`src/logic/periodic_timer_regs.svh`:
```
// Register offsets, field positions and reset values of the periodic timer
`ifndef PERIODIC_TIMER_REGS_SVH
`define PERIODIC_TIMER_REGS_SVH
`define REG_RUN_CLOCK_CONTROL 12'h000
`define REG_MODE_OUTPUT_CONTROL 12'h004
`define REG_COUNTER_LOW 12'h008
`define REG_COUNTER_HIGH 12'h00c
`define REG_COMPARE_A_LOW 12'h010
`define REG_COMPARE_A_HIGH 12'h014
`define REG_PERIOD_LOW 12'h018
`define REG_PERIOD_HIGH 12'h01c
`define REG_STATUS 12'h020
`define BIT_PAUSE 7
`define BIT_ON 3
`define FLD_CLKSEL_HI 6
`define FLD_CLKSEL_LO 4
`define FLD_MODE_HI 7
`define FLD_MODE_LO 6
`define FLD_OUTFN_HI 5
`define FLD_OUTFN_LO 4
`define BIT_INIT_LEVEL 3
`define BIT_INVERT 2
`define BIT_CAPTURE_SRC 1
`define BIT_CLEAR_SEL 0
`define BIT_FLAG_A 0
`define BIT_FLAG_P 1
`define RESET_BYTE 8'h00
`define RESET_COUNT 10'h000
`define COUNT_MAX 10'h3ff
`define DIV_SYS4 4
`define DIV_HIGH16 16
`define DIV_HIGH64 64
`endif

```
`src/logic/periodic_timer_pkg.sv`:
```
// Types shared by the periodic timer
package periodic_timer_pkg;
    typedef enum logic [1:0] {
        MODE_COMPARE_OUT,
        MODE_CAPTURE,
        MODE_PWM_PULSE,
        MODE_TIMER
    } op_mode_e;
    typedef enum logic [2:0] {
        CLK_SYS_DIV4,
        CLK_SYS,
        CLK_HIGH_DIV16,
        CLK_HIGH_DIV64,
        CLK_TIMEBASE,
        CLK_HIGH,
        CLK_PIN_RISE,
        CLK_PIN_FALL
    } clk_sel_e;
endpackage

```
`src/logic/pin_sync.sv`:
```
// Three-stage synchroniser with agreement filter and edge outputs
`timescale 1ns/1ps
module pin_sync (
    // Clock and reset
    input wire logic clk_sys,
    input wire logic reset_n,
    // Pin and filtered view
    input wire logic pinIn,
    output logic level,
    output logic rise,
    output logic fall
);
    logic [2:0] stage;
    always_ff @(posedge clk_sys or negedge reset_n) begin
        if (!reset_n) begin
            stage <= 3'h0;
        end else begin
            stage <= {stage[1:0], pinIn};
        end
    end
    // Change counts once stages two and three agree
    always_ff @(posedge clk_sys or negedge reset_n) begin
        if (!reset_n) begin
            level <= 1'b0;
        end else if (stage[1] == stage[2]) begin
            level <= stage[2];
        end
    end
    assign rise = (stage[1] == stage[2]) && stage[2] && !level;
    assign fall = (stage[1] == stage[2]) && !stage[2] && level;
endmodule

```
`src/logic/periodic_timer.sv`:
```
// 10-bit periodic timer with APB register access
//
// Behaviour
// - Ten-bit up-counter advancing on the selected internal or external clock.
// - Comparator A checks compare A value; comparator P checks period value.
// - Software cannot write the counter; on-bit rising edge also clears it.
// - Overflow or selected compare match clears counter and raises a request flag.
// - Counter readable as byte pair; two compare values are writable byte pairs.
// - Pause bit freezes counter; clearing it resumes from the held value.
// - Clock select field picks one of eight counting clock sources.
// - On bit lets the counter run; clearing it stops the module.
// - On-bit rise zeroes the counter; on-bit fall keeps the residual value.
// - Compare output mode: on-bit rise returns pin to initial level.
// - Mode field: compare output, capture, PWM or single pulse, timer; PWM/pulse mode has no pulse logic and drives neither pin.
// - Timer/counter mode does not drive the output pins.
// - Unused low three bits of first control register read zero.
// - One or two output pins; first may be internal only.
// - Clear select: 0 period match or overflow at zero period; 1 A match; capture mode always clears on period match or overflow.
// - Output function on A match: none, low, high or toggle.
// - Capture source: 0 timer pin, 1 external clock pin.
// - Clear select low sets both flags; high sets only the A flag, except in capture mode, which still sets the period flag.
//
// The placing of the registers and the APB register port were left to the implementer.
`timescale 1ns/1ps
`include "periodic_timer_regs.svh"
module periodic_timer #(
    parameter int COUNT_WIDTH = 10,
    parameter bit SECOND_PIN_ONLY = 1'b0
) (
    // Clock and reset
    input wire logic clk_sys,
    input wire logic reset_n,
    // APB slave
    input wire logic psel,
    input wire logic penable,
    input wire logic pwrite,
    input wire logic [11:0] paddr,
    input wire logic [31:0] pwdata,
    output logic [31:0] prdata,
    output logic pready,
    output logic pslverr,
    // Internal clock ticks
    input wire logic highClockTick,
    input wire logic timebaseTick,
    // Pins
    input wire logic externalClockPin,
    input wire logic timerPinFirstIn,
    input wire logic timerPinSecondIn,
    output logic timerPinFirstOut,
    output logic timerPinFirstOe,
    output logic timerPinSecondOut,
    output logic timerPinSecondOe,
    // Events
    output logic compareAFlag,
    output logic periodCompareFlag,
    output logic timerIrq
);
    // ==========================================================
    // Registers
    logic [7:0] runClockControl;
    logic [7:0] modeOutputControl;
    logic [COUNT_WIDTH-1:0] counter;
    logic [COUNT_WIDTH-1:0] compareAValue;
    logic [COUNT_WIDTH-1:0] periodCompareValue;
    logic onPrev;
    logic outLevel;
    logic [5:0] divCount;
    logic [5:0] highDivCount;
    logic [1:0] sysDivCount;
    logic apbWrite;
    logic apbRead;
    logic wrFlag;
    logic captureEdge;
    logic captureLevelPrev;
    logic [7:0] wdata;
    periodic_timer_pkg::op_mode_e opMode;
    periodic_timer_pkg::clk_sel_e clkSel;
    logic counterOn;
    logic paused;
    logic onRise;
    logic tick;
    logic matchA;
    logic matchP;
    logic clearSel;
    logic clearEvent;
    logic overflow;
    logic setFlagA;
    logic setFlagP;
    logic extLevel;
    logic extRise;
    logic extFall;
    logic pinFirstLevel;
    logic pinSecondLevel;
    logic capLevel;
    logic [1:0] outFn;
    logic high16Tick;
    logic high64Tick;
    logic [COUNT_WIDTH-1:0] next_counter;

    assign opMode = periodic_timer_pkg::op_mode_e'(
        modeOutputControl[`FLD_MODE_HI:`FLD_MODE_LO]);
    assign clkSel = periodic_timer_pkg::clk_sel_e'(
        runClockControl[`FLD_CLKSEL_HI:`FLD_CLKSEL_LO]);
    assign counterOn = runClockControl[`BIT_ON];
    assign paused = runClockControl[`BIT_PAUSE];
    assign outFn = modeOutputControl[`FLD_OUTFN_HI:`FLD_OUTFN_LO];
    assign clearSel = modeOutputControl[`BIT_CLEAR_SEL];
    assign onRise = counterOn && !onPrev;
    assign wdata = pwdata[7:0];

    // ==========================================================
    // Pin synchronisers
    pin_sync extSync (
        .clk_sys(clk_sys),
        .reset_n(reset_n),
        .pinIn(externalClockPin),
        .level(extLevel),
        .rise(extRise),
        .fall(extFall)
    );
    pin_sync firstSync (
        .clk_sys(clk_sys),
        .reset_n(reset_n),
        .pinIn(timerPinFirstIn),
        .level(pinFirstLevel),
        .rise(),
        .fall()
    );
    pin_sync secondSync (
        .clk_sys(clk_sys),
        .reset_n(reset_n),
        .pinIn(timerPinSecondIn),
        .level(pinSecondLevel),
        .rise(),
        .fall()
    );

    // ==========================================================
    // Clock source selection
    always_ff @(posedge clk_sys or negedge reset_n) begin
        if (!reset_n) begin
            sysDivCount <= 2'h0;
        end else begin
            sysDivCount <= sysDivCount + 2'h1;
        end
    end
    always_ff @(posedge clk_sys or negedge reset_n) begin
        if (!reset_n) begin
            highDivCount <= 6'h00;
        end else if (highClockTick) begin
            highDivCount <= highDivCount + 6'h01;
        end
    end
    assign high16Tick = highClockTick && (highDivCount[3:0] == 4'(`DIV_HIGH16 - 1));
    assign high64Tick = highClockTick && (highDivCount == 6'(`DIV_HIGH64 - 1));
    always_comb begin
        case (clkSel)
            periodic_timer_pkg::CLK_SYS_DIV4: tick = (sysDivCount == 2'(`DIV_SYS4 - 1));
            periodic_timer_pkg::CLK_SYS: tick = 1'b1;
            periodic_timer_pkg::CLK_HIGH_DIV16: tick = high16Tick;
            periodic_timer_pkg::CLK_HIGH_DIV64: tick = high64Tick;
            periodic_timer_pkg::CLK_TIMEBASE: tick = timebaseTick;
            periodic_timer_pkg::CLK_HIGH: tick = highClockTick;
            periodic_timer_pkg::CLK_PIN_RISE: tick = extRise;
            default: tick = extFall;
        endcase
    end

    // ==========================================================
    // Comparators and counter
    assign matchA = (counter == compareAValue);
    assign matchP = (periodCompareValue != `RESET_COUNT) && (counter == periodCompareValue);
    assign overflow = (periodCompareValue == `RESET_COUNT) && (counter == `COUNT_MAX);
    always_comb begin
        if (opMode == periodic_timer_pkg::MODE_CAPTURE) begin
            clearEvent = matchP || overflow;
        end else if (clearSel) begin
            clearEvent = matchA;
        end else begin
            clearEvent = matchP || overflow;
        end
    end
    always_comb begin
        if (clearEvent) begin
            next_counter = `RESET_COUNT;
        end else begin
            next_counter = counter + 10'h001;
        end
    end
    always_ff @(posedge clk_sys or negedge reset_n) begin
        if (!reset_n) begin
            onPrev <= 1'b0;
        end else begin
            onPrev <= counterOn;
        end
    end
    always_ff @(posedge clk_sys or negedge reset_n) begin
        if (!reset_n) begin
            counter <= `RESET_COUNT;
        end else if (onRise) begin
            counter <= `RESET_COUNT;
        end else if (counterOn && !paused && tick) begin
            counter <= next_counter;
        end
    end

    // ==========================================================
    // Event flags, set wins over clear
    assign captureEdge = (opMode == periodic_timer_pkg::MODE_CAPTURE) && counterOn
        && (outFn != 2'h3) && (capLevel != captureLevelPrev)
        && (outFn == 2'h2 || capLevel == !outFn[0]);
    assign setFlagA = (counterOn && !paused && tick && matchA
        && opMode != periodic_timer_pkg::MODE_CAPTURE) || captureEdge;
    assign setFlagP = counterOn && !paused && tick && (matchP || overflow)
        && (opMode == periodic_timer_pkg::MODE_CAPTURE || !clearSel);
    assign wrFlag = apbWrite && (paddr == `REG_STATUS);
    always_ff @(posedge clk_sys or negedge reset_n) begin
        if (!reset_n) begin
            compareAFlag <= 1'b0;
        end else if (setFlagA) begin
            compareAFlag <= 1'b1;
        end else if (wrFlag && pwdata[`BIT_FLAG_A]) begin
            compareAFlag <= 1'b0;
        end
    end
    always_ff @(posedge clk_sys or negedge reset_n) begin
        if (!reset_n) begin
            periodCompareFlag <= 1'b0;
        end else if (setFlagP) begin
            periodCompareFlag <= 1'b1;
        end else if (wrFlag && pwdata[`BIT_FLAG_P]) begin
            periodCompareFlag <= 1'b0;
        end
    end
    assign timerIrq = compareAFlag || periodCompareFlag;

    // ==========================================================
    // Capture input
    always_comb begin
        if (modeOutputControl[`BIT_CAPTURE_SRC]) begin
            capLevel = extLevel;
        end else if (SECOND_PIN_ONLY) begin
            capLevel = pinSecondLevel;
        end else begin
            capLevel = pinFirstLevel;
        end
    end
    always_ff @(posedge clk_sys or negedge reset_n) begin
        if (!reset_n) begin
            captureLevelPrev <= 1'b0;
        end else begin
            captureLevelPrev <= capLevel;
        end
    end

    // ==========================================================
    // Output pin
    always_ff @(posedge clk_sys or negedge reset_n) begin
        if (!reset_n) begin
            outLevel <= 1'b0;
        end else if (onRise && opMode == periodic_timer_pkg::MODE_COMPARE_OUT) begin
            outLevel <= modeOutputControl[`BIT_INIT_LEVEL];
        end else if (setFlagA && opMode == periodic_timer_pkg::MODE_COMPARE_OUT) begin
            case (outFn)
                2'h1: outLevel <= 1'b0;
                2'h2: outLevel <= 1'b1;
                2'h3: outLevel <= !outLevel;
                default: outLevel <= outLevel;
            endcase
        end
    end
    always_ff @(posedge clk_sys or negedge reset_n) begin
        if (!reset_n) begin
            timerPinFirstOut <= 1'b0;
            timerPinSecondOut <= 1'b0;
            timerPinFirstOe <= 1'b0;
            timerPinSecondOe <= 1'b0;
        end else begin
            timerPinFirstOut <= outLevel ^ modeOutputControl[`BIT_INVERT];
            timerPinSecondOut <= outLevel ^ modeOutputControl[`BIT_INVERT];
            timerPinFirstOe <= (opMode == periodic_timer_pkg::MODE_COMPARE_OUT)
                && !SECOND_PIN_ONLY;
            timerPinSecondOe <= (opMode == periodic_timer_pkg::MODE_COMPARE_OUT);
        end
    end

    // ==========================================================
    // APB slave
    assign apbWrite = psel && penable && pwrite;
    assign apbRead = psel && penable && !pwrite;
    assign pready = 1'b1;
    always_ff @(posedge clk_sys or negedge reset_n) begin
        if (!reset_n) begin
            runClockControl <= `RESET_BYTE;
            modeOutputControl <= `RESET_BYTE;
            compareAValue <= `RESET_COUNT;
            periodCompareValue <= `RESET_COUNT;
        end else if (apbWrite) begin
            if (paddr == `REG_RUN_CLOCK_CONTROL) begin
                runClockControl <= {wdata[7:3], 3'h0};
            end else if (paddr == `REG_MODE_OUTPUT_CONTROL) begin
                modeOutputControl <= wdata;
            end else if (paddr == `REG_COMPARE_A_LOW) begin
                compareAValue[7:0] <= wdata;
            end else if (paddr == `REG_COMPARE_A_HIGH) begin
                compareAValue[9:8] <= wdata[1:0];
            end else if (paddr == `REG_PERIOD_LOW) begin
                periodCompareValue[7:0] <= wdata;
            end else if (paddr == `REG_PERIOD_HIGH) begin
                periodCompareValue[9:8] <= wdata[1:0];
            end
        end else if (captureEdge) begin
            compareAValue <= counter;
        end
    end
    always_ff @(posedge clk_sys or negedge reset_n) begin
        if (!reset_n) begin
            prdata <= 32'h00000000;
            pslverr <= 1'b0;
        end else begin
            pslverr <= 1'b0;
            prdata <= 32'h00000000;
            if (psel && !penable) begin
                if (paddr == `REG_RUN_CLOCK_CONTROL) begin
                    prdata <= {24'h000000, runClockControl};
                end else if (paddr == `REG_MODE_OUTPUT_CONTROL) begin
                    prdata <= {24'h000000, modeOutputControl};
                end else if (paddr == `REG_COUNTER_LOW) begin
                    prdata <= {24'h000000, counter[7:0]};
                end else if (paddr == `REG_COUNTER_HIGH) begin
                    prdata <= {30'h00000000, counter[9:8]};
                end else if (paddr == `REG_COMPARE_A_LOW) begin
                    prdata <= {24'h000000, compareAValue[7:0]};
                end else if (paddr == `REG_COMPARE_A_HIGH) begin
                    prdata <= {30'h00000000, compareAValue[9:8]};
                end else if (paddr == `REG_PERIOD_LOW) begin
                    prdata <= {24'h000000, periodCompareValue[7:0]};
                end else if (paddr == `REG_PERIOD_HIGH) begin
                    prdata <= {30'h00000000, periodCompareValue[9:8]};
                end else if (paddr == `REG_STATUS) begin
                    prdata <= {30'h00000000, periodCompareFlag, compareAFlag};
                end else begin
                    pslverr <= 1'b1;
                end
            end
        end
    end
endmodule

```
`config.mk`:
```
export PLATFORM = sky130hd
export DESIGN_NAME = periodic_timer
export DESIGN_NICKNAME = d
export VERILOG_FILES = /design/src/logic/periodic_timer_pkg.sv /design/src/logic/pin_sync.sv /design/src/logic/periodic_timer.sv
export VERILOG_INCLUDE_DIRS = /design/src /design/src/logic
export SDC_FILE = /design/constraint.sdc
export NUM_CORES = 1
export LEC_CHECK = 0
export ABC_AREA = 1
export BUFFER_PORTS_ARGS = -buffer_cell sky130_fd_sc_hd__buf_2
export CAP_MARGIN = 20
export CORE_UTILIZATION = 60
export DETAILED_ROUTE_END_ITERATION = 12
export GPL_ROUTABILITY_DRIVEN = 0
export PLACE_DENSITY = 0.95
export SLEW_MARGIN = 30
export SYNTH_ARGS = -nofsm -noshare
export SYNTH_HDL_FRONTEND = slang
export SYNTH_HIERARCHICAL = 1
export SYNTH_SLANG_ARGS = --single-unit
```
`constraint.sdc`:
```
create_clock -name clk_sys -period 2.6 [get_ports clk_sys]
set_input_delay 0.13 -clock clk_sys [delete_from_list [all_inputs] [get_ports clk_sys]]
set_output_delay 0.13 -clock clk_sys [all_outputs]
set_load 0.02 [all_outputs]
```
**Yosys cells after proc, flatten, opt, wreduce, memory -nomap -nowiden**

Index checks and enable logic that the tools add are counted.

- Register bits after elaboration: 99
- Latch bits: 0
- RAM bits: 0
- Bits in read-only memories: 0
- Bits of input ports: 54
- Output and inout port bits: 41
- Word-level logic and storage cells: 165
- Memories: 0

- Add/sub/neg operators: 3
- $mul: 0
- Divide/modulo/power cells: 0
- $lt $le $gt $ge: 0
- Eq/ne operators: 35
- Shift operators: 0
- Muxes and demuxes: 41
- Bitwise operators: 6
- Reductions and logical operators: 58

Operator list:

| kind | count |
|---|---|
| two-way mux 8 bit | 9 |
| two-way mux 10 bit | 7 |
| equality test 12 x 5 -> 1 bit, second input constant | 4 |
| logical AND 1 bit | 27 |
| equality test 12 x 4 -> 1 bit, second input constant | 2 |
| equality test 10 bit | 2 |
| two-way mux 1 bit | 19 |
| equality test 12 x 3 -> 1 bit, second input constant | 1 |
| equality test 12 x 6 -> 1 bit, second input constant | 1 |
| logical NOT 12 bit | 1 |
| adder 10 x 1 -> 10 bit, second input constant | 1 |
| equality test 10 bit, second input constant | 1 |
| logical NOT 10 bit | 1 |
| nonzero test 10 bit | 1 |
| nonzero test 2 bit | 5 |
| equality test 3 bit, second input constant | 3 |
| logical NOT 1 bit | 8 |
| two-way mux 2 bit | 4 |
| != test 2 bit, second input constant | 4 |
| one-hot mux 1 bit (7 select lines) | 1 |
| AND reduction 7 bit | 1 |
| adder 6 x 1 -> 6 bit, second input constant | 1 |
| equality test 2 bit, second input constant | 3 |
| equality test 3 x 2 -> 1 bit, second input constant | 2 |
| 20 further kinds | 34 |

**Logic depth before layout (Yosys ltp)**

- Depth in word-level cells: 11
- Mapped depth: 14
- Mapped depth without buffers: 14

**Cells and area by module**

Netlist, hierarchy kept.

By module, submodules not included:

| module | times used | cells each | area an instance (um^2) | sequential area each (um^2) |
|---|---|---|---|---|
| periodic_timer | 1 | 546 | 4195.3 | 1676.6 |
| pin_sync | 2 | 16 | 162.7 | 100.1 |

**Worst setup path after synthesis**

Ideal clock, no wire load.

- Path type: reg2reg
- From: reg extSync.stage[1]
- To: reg counter[9]
- Library setup time: 0.122 ns
- Data arrival time: 1.412 ns
- Data required time: 2.478 ns
- Setup slack: 1.066 ns
- Cell stages (with the launch flop): 15
- Path buffers: 1
- Period minus slack after synthesis: 1.534 ns
- Cells stage by stage: dfrtp_1 > inv_1 > ha_1 > nand2_1 > inv_1 > nand2_1 > nand3_1 > nand2_1 > nand2_1 > nand3_4 > nand2_8 > buf_12 > nand3_2 > nand2_1 > a21oi_2

- Word-level cells in the longest chain between the ends: 6
- Elaborated cells between the ends (all ways): 8
- Those cells by class: eq/ne (1); mux (1); reduce/logical (6)

RTL lines:

| item | line | RTL |
|---|---|---|
| start: declaration | pin_sync.sv:13 | `logic [2:0] stage;` |
| start signal: assignment | pin_sync.sv:18 | `stage <= {stage[1:0], pinIn};` |
| equality test 1 bit | pin_sync.sv:30 | `assign fall = (stage[1] == stage[2]) && !stage[2] && level;` |
| logical AND 1 bit (2 in a row) | pin_sync.sv:30 |  |
| via extFall | periodic_timer.sv:91 | `logic extFall;` |
| one-hot mux 1 bit (7 select lines) | periodic_timer.sv:157 | `case (clkSel)` |
| logical AND 1 bit | periodic_timer.sv:202 | `end else if (counterOn && !paused && tick) begin` |
| nonzero test 2 bit (no source line) | - |  |
| end signal: assignment | periodic_timer.sv:199 | `` counter <= `RESET_COUNT; `` |
| end signal: assignment | periodic_timer.sv:201 | `` counter <= `RESET_COUNT; `` |
| end signal: assignment | periodic_timer.sv:203 | `counter <= next_counter;` |
| end: declaration | periodic_timer.sv:62 | `logic [COUNT_WIDTH-1:0] counter;` |

The timed path passes the listed nets, and every way through them passes these cells.
A chain may end at the register's enable or synchronous reset.

**Worst setup path in the final report**

- From: reg modeOutputControl[1]
- To: reg compareAValue[4]

- Word-level cells in the longest chain between the ends: 6
- Elaborated cells between the ends (all ways): 8
- Those cells by class: eq/ne (2); mux (1); reduce/logical (5)

RTL lines:

| item | line | RTL |
|---|---|---|
| start: declaration | periodic_timer.sv:61 | `logic [7:0] modeOutputControl;` |
| start signal: assignment | periodic_timer.sv:295 | `` modeOutputControl <= `RESET_BYTE; `` |
| start signal: assignment | periodic_timer.sv:302 | `modeOutputControl <= wdata;` |
| two-way mux 1 bit (*) | periodic_timer.sv:240 | `` if (modeOutputControl[`BIT_CAPTURE_SRC]) begin `` |
| via capLevel | periodic_timer.sv:94 | `logic capLevel;` |
| != test 1 bit / equality test 1 bit (equally long branches) | periodic_timer.sv:210, periodic_timer.sv:211 |  |
| logical AND 1 bit / logical OR 1 bit (equally long branches) | periodic_timer.sv:210, periodic_timer.sv:211 |  |
| logical AND 1 bit (*) | periodic_timer.sv:211 | `&& (outFn == 2'h2 \|\| capLevel == !outFn[0]);` |
| nonzero test 2 bit (no source line) (*) | - |  |
| AND reduction 4 bit (no source line) (*) | - |  |
| end signal: assignment | periodic_timer.sv:296 | `` compareAValue <= `RESET_COUNT; `` |
| end signal: assignment | periodic_timer.sv:304 | `compareAValue[7:0] <= wdata;` |
| end signal: assignment | periodic_timer.sv:313 | `compareAValue <= counter;` |
| end: declaration | periodic_timer.sv:63 | `logic [COUNT_WIDTH-1:0] compareAValue;` |

Mark *: on every way through the listed nets, which the timed path passes. The rest lies on a longest branch.

==> impl_metrics.py <==
metrics = {
    "sta": {
        "fin_tns_setup_ns": 0,
        "maxClockFrequency_mhz": 526,
        "slew_viol_final": 0,
        "timing.slew.headroom": 0.549,
        "fin_worst_skew_ns": 0.0143,
        "period_share": 0.731,
        "min_period_ns": 1.90,
        "hold_viol": 0,
        "rsz0062_at_grt": "no",
        "worst_pin_slew_ns": 0.676,
        "setup_viol": 0,
        "layout_setup_ws_ns": 0.700,
    },
    "drt": {
        "drc": 0,
        "ant_nets": 0,
        "drtIter0Drc": 546,
        "drt-total-wl_um": 10800,
        "first_pass_iters": 6,
        "wl_per_cell_um": 15.1,
        "viasPerCell": 5.74,
        "num_vias": 4126,
    },
    "grt": {
        "grt_pass1_vias": 3845,
        "grt.total_usage": 0.303,
        "grt_max_degree": 76,
        "antenna_found_initial": 0,
        "overflow": 0,
        "grt_pass1_wl_um": 17900,
    },
    "clock_network": {
        "clk_path_buf_depth": 2,
        "cts_tree": "done",
        "cts_buffers": 9,
        "cts_resized": 0,
        "clock_tree.root_cell": "clkbuf_8",
        "cts-htree-levels": 3,
        "path_clk_slew_ns": 0.09,
        "insertion_delay_ns": 0.37,
        "cts_sinks": 75,
    },
    "final_layout": {
        "multiInputGateArea_um2": 2090,
        "diodes": 0,
        "regArea_um2": 1880,
        "final_area_um2": 4890,
        "area_growth_pct": 8.74,
        "drive_gt1_frac": 0.176,
        "nFillCells": 574,
        "layout.nets": 675,
    },
    "critical_path": {
        "end_kind": "register",
        "crit_path_start_kind": "register",
        "regToRegEndpoint": "compareAValue[4]$_DFFE_PN0P_",
        "cp.required_ns": 2.89,
        "reg2reg_slack_ns": 0.70,
        "worstPathArrival_ns": 2.19,
        "path_class": "register to register",
        "r2r_cells": 9,
        "r2r-start": "modeOutputControl[1]$_DFFE_PN0P_",
        "path_max_fanout": 16,
    },
    "power_and_ir_drop": {
        "p_per_area_nw_per_um2": 528,
        "finalPower_mw": 2.58,
        "p_leak_nw": 2.52,
        "peakVddDrop_uv": 478,
    },
    "floorplanning": {
        "die_height_um": 88.5,
        "fp-row-count": 31,
        "fp.dieW_um": 88.5,
        "start_util": 0.619,
        "dieArea_um2": 7840,
        "core_area_um2": 7250,
        "ios": 95,
    },
    "status": {
        "status": "completed",
    },
    "worst_hold_path": {
        "hold_depth": 2,
        "worstHoldPathType": "input pin to register",
        "hold-path-endpoint": "highDivCount[0]$_DFFE_PN0P_",
        "hold_start": "highClockTick",
    },
    "logic_synthesis": {
        "syn_inst": 573,
        "yosysWarnings": 6,
        "synth_area_um2": 4490,
        "syn_area_per_cell_um2": 7.84,
    },
    "placed_design": {
        "dp_hpwl_um": 7710,
        "port_buffers": 44,
        "dpl_cell_area_um2": 4640,
        "pre_cts_slack_ns": 0.812,
    },
    "flow_run": {
        "cap_violations": 0,
    },
}
[cell usage in the layout, fill, tap and decap left out, types with 4 or more instances in the layout]
master / n
nand2_2: 7
xor2_1: 21
nand4_1: 7
nand3_1: 20
a21oi_1: 14
o211ai_1: 7
nor2_2: 9
nand2_1: 133
nand3_2: 5
nor2_1: 44
buf_2: 43
inv_2: 7
conb_1: 25
o21ai_0: 31
dfrtp_1: 75
nor3_1: 5
clkbuf_8: 9
o22ai_1: 5
o21ai_1: 21
a21oi_2: 8
o221ai_1: 4
ha_1: 6
inv_1: 78
[what timing repair did]
action                                  CTS  global route
endpoints found under the hold margin    77             0
buffers inserted                          0             0
hold buffers                              3             0
endpoints found under the setup margin    0             0
[registers in the layout (all words and copies together), names as in the netlist, 2 cells and up]
signal	count
extSync/stage	3
highDivCount	6
compareAValue	10
runClockControl	5
prdata	8
counter	10
sysDivCount	2
periodCompareValue	10
modeOutputControl	8
firstSync/stage	3
[worst max-delay path: stages, from the launching register on]
cell and delay, ns:
dfrtp_1 0.45, o21ai_0 0.38, inv_1 0.11, nand2_1 0.08
nand3_1 0.12, nand2_1 0.11, nand2_1 0.07, inv_2 0.24
o211ai_1 0.15, o21ai_1 0.11
[routing by layer]
metal,vias to the layer above,GRT usage,part of all wire
met2,333,0.501,0.46
met1,1861,0.371,0.39
met3,80,0.0774,0.099
met5,-,0,0
met4,0,0.145,0.054
li1,1852,-,-
[cell type report]
class / count / area share
Multi-Input combinational cell: 396 / 0.428
Sequential cell: 75 / 0.384
Inverter: 85 / 0.0653
Timing Repair Buffer: 48 / 0.0540
Clock buffer: 9 / 0.0254
Tap cell: 99 / 0.0254
Clock inverter: 7 / 0.0174
[worst max path at each step]
stage | end | from | slack (ns)
after floorplan | counter[9]$_DFFE_PN0P_ | extSync/stage[1]$_DFF_PN0_ | 1.07
after global placement | counter[5]$_DFFE_PN0P_ | counter[1]$_DFFE_PN0P_ | 0.90
after detailed placement | counter[7]$_DFFE_PN0P_ | extSync/stage[1]$_DFF_PN0_ | 0.81
after CTS | counter[7]$_DFFE_PN0P_ | extSync/stage[1]$_DFF_PN0_ | 0.77
after global routing | compareAValue[4]$_DFFE_PN0P_ | modeOutputControl[1]$_DFFE_PN0P_ | 0.60
final | compareAValue[4]$_DFFE_PN0P_ | modeOutputControl[1]$_DFFE_PN0P_ | 0.70
[metrics by stage]
stage	instances	util	hold WS, ns
3_3_place_gp	700	0.640	0.239
2_1_floorplan	596	-	-0.166
6_report	719	0.674	0.0167
4_1_cts	719	0.673	0.0126
3_5_place_dp	700	0.640	0.240
5_1_grt	719	0.674	0.0237
[power breakdown]
part,switching (mW),internal [mW]
Clock,0.494,0.461
Sequential,0.0663,1.24
Combinational,0.203,0.111
Total,0.764,1.81
Power figures use the tool's default switching activity.
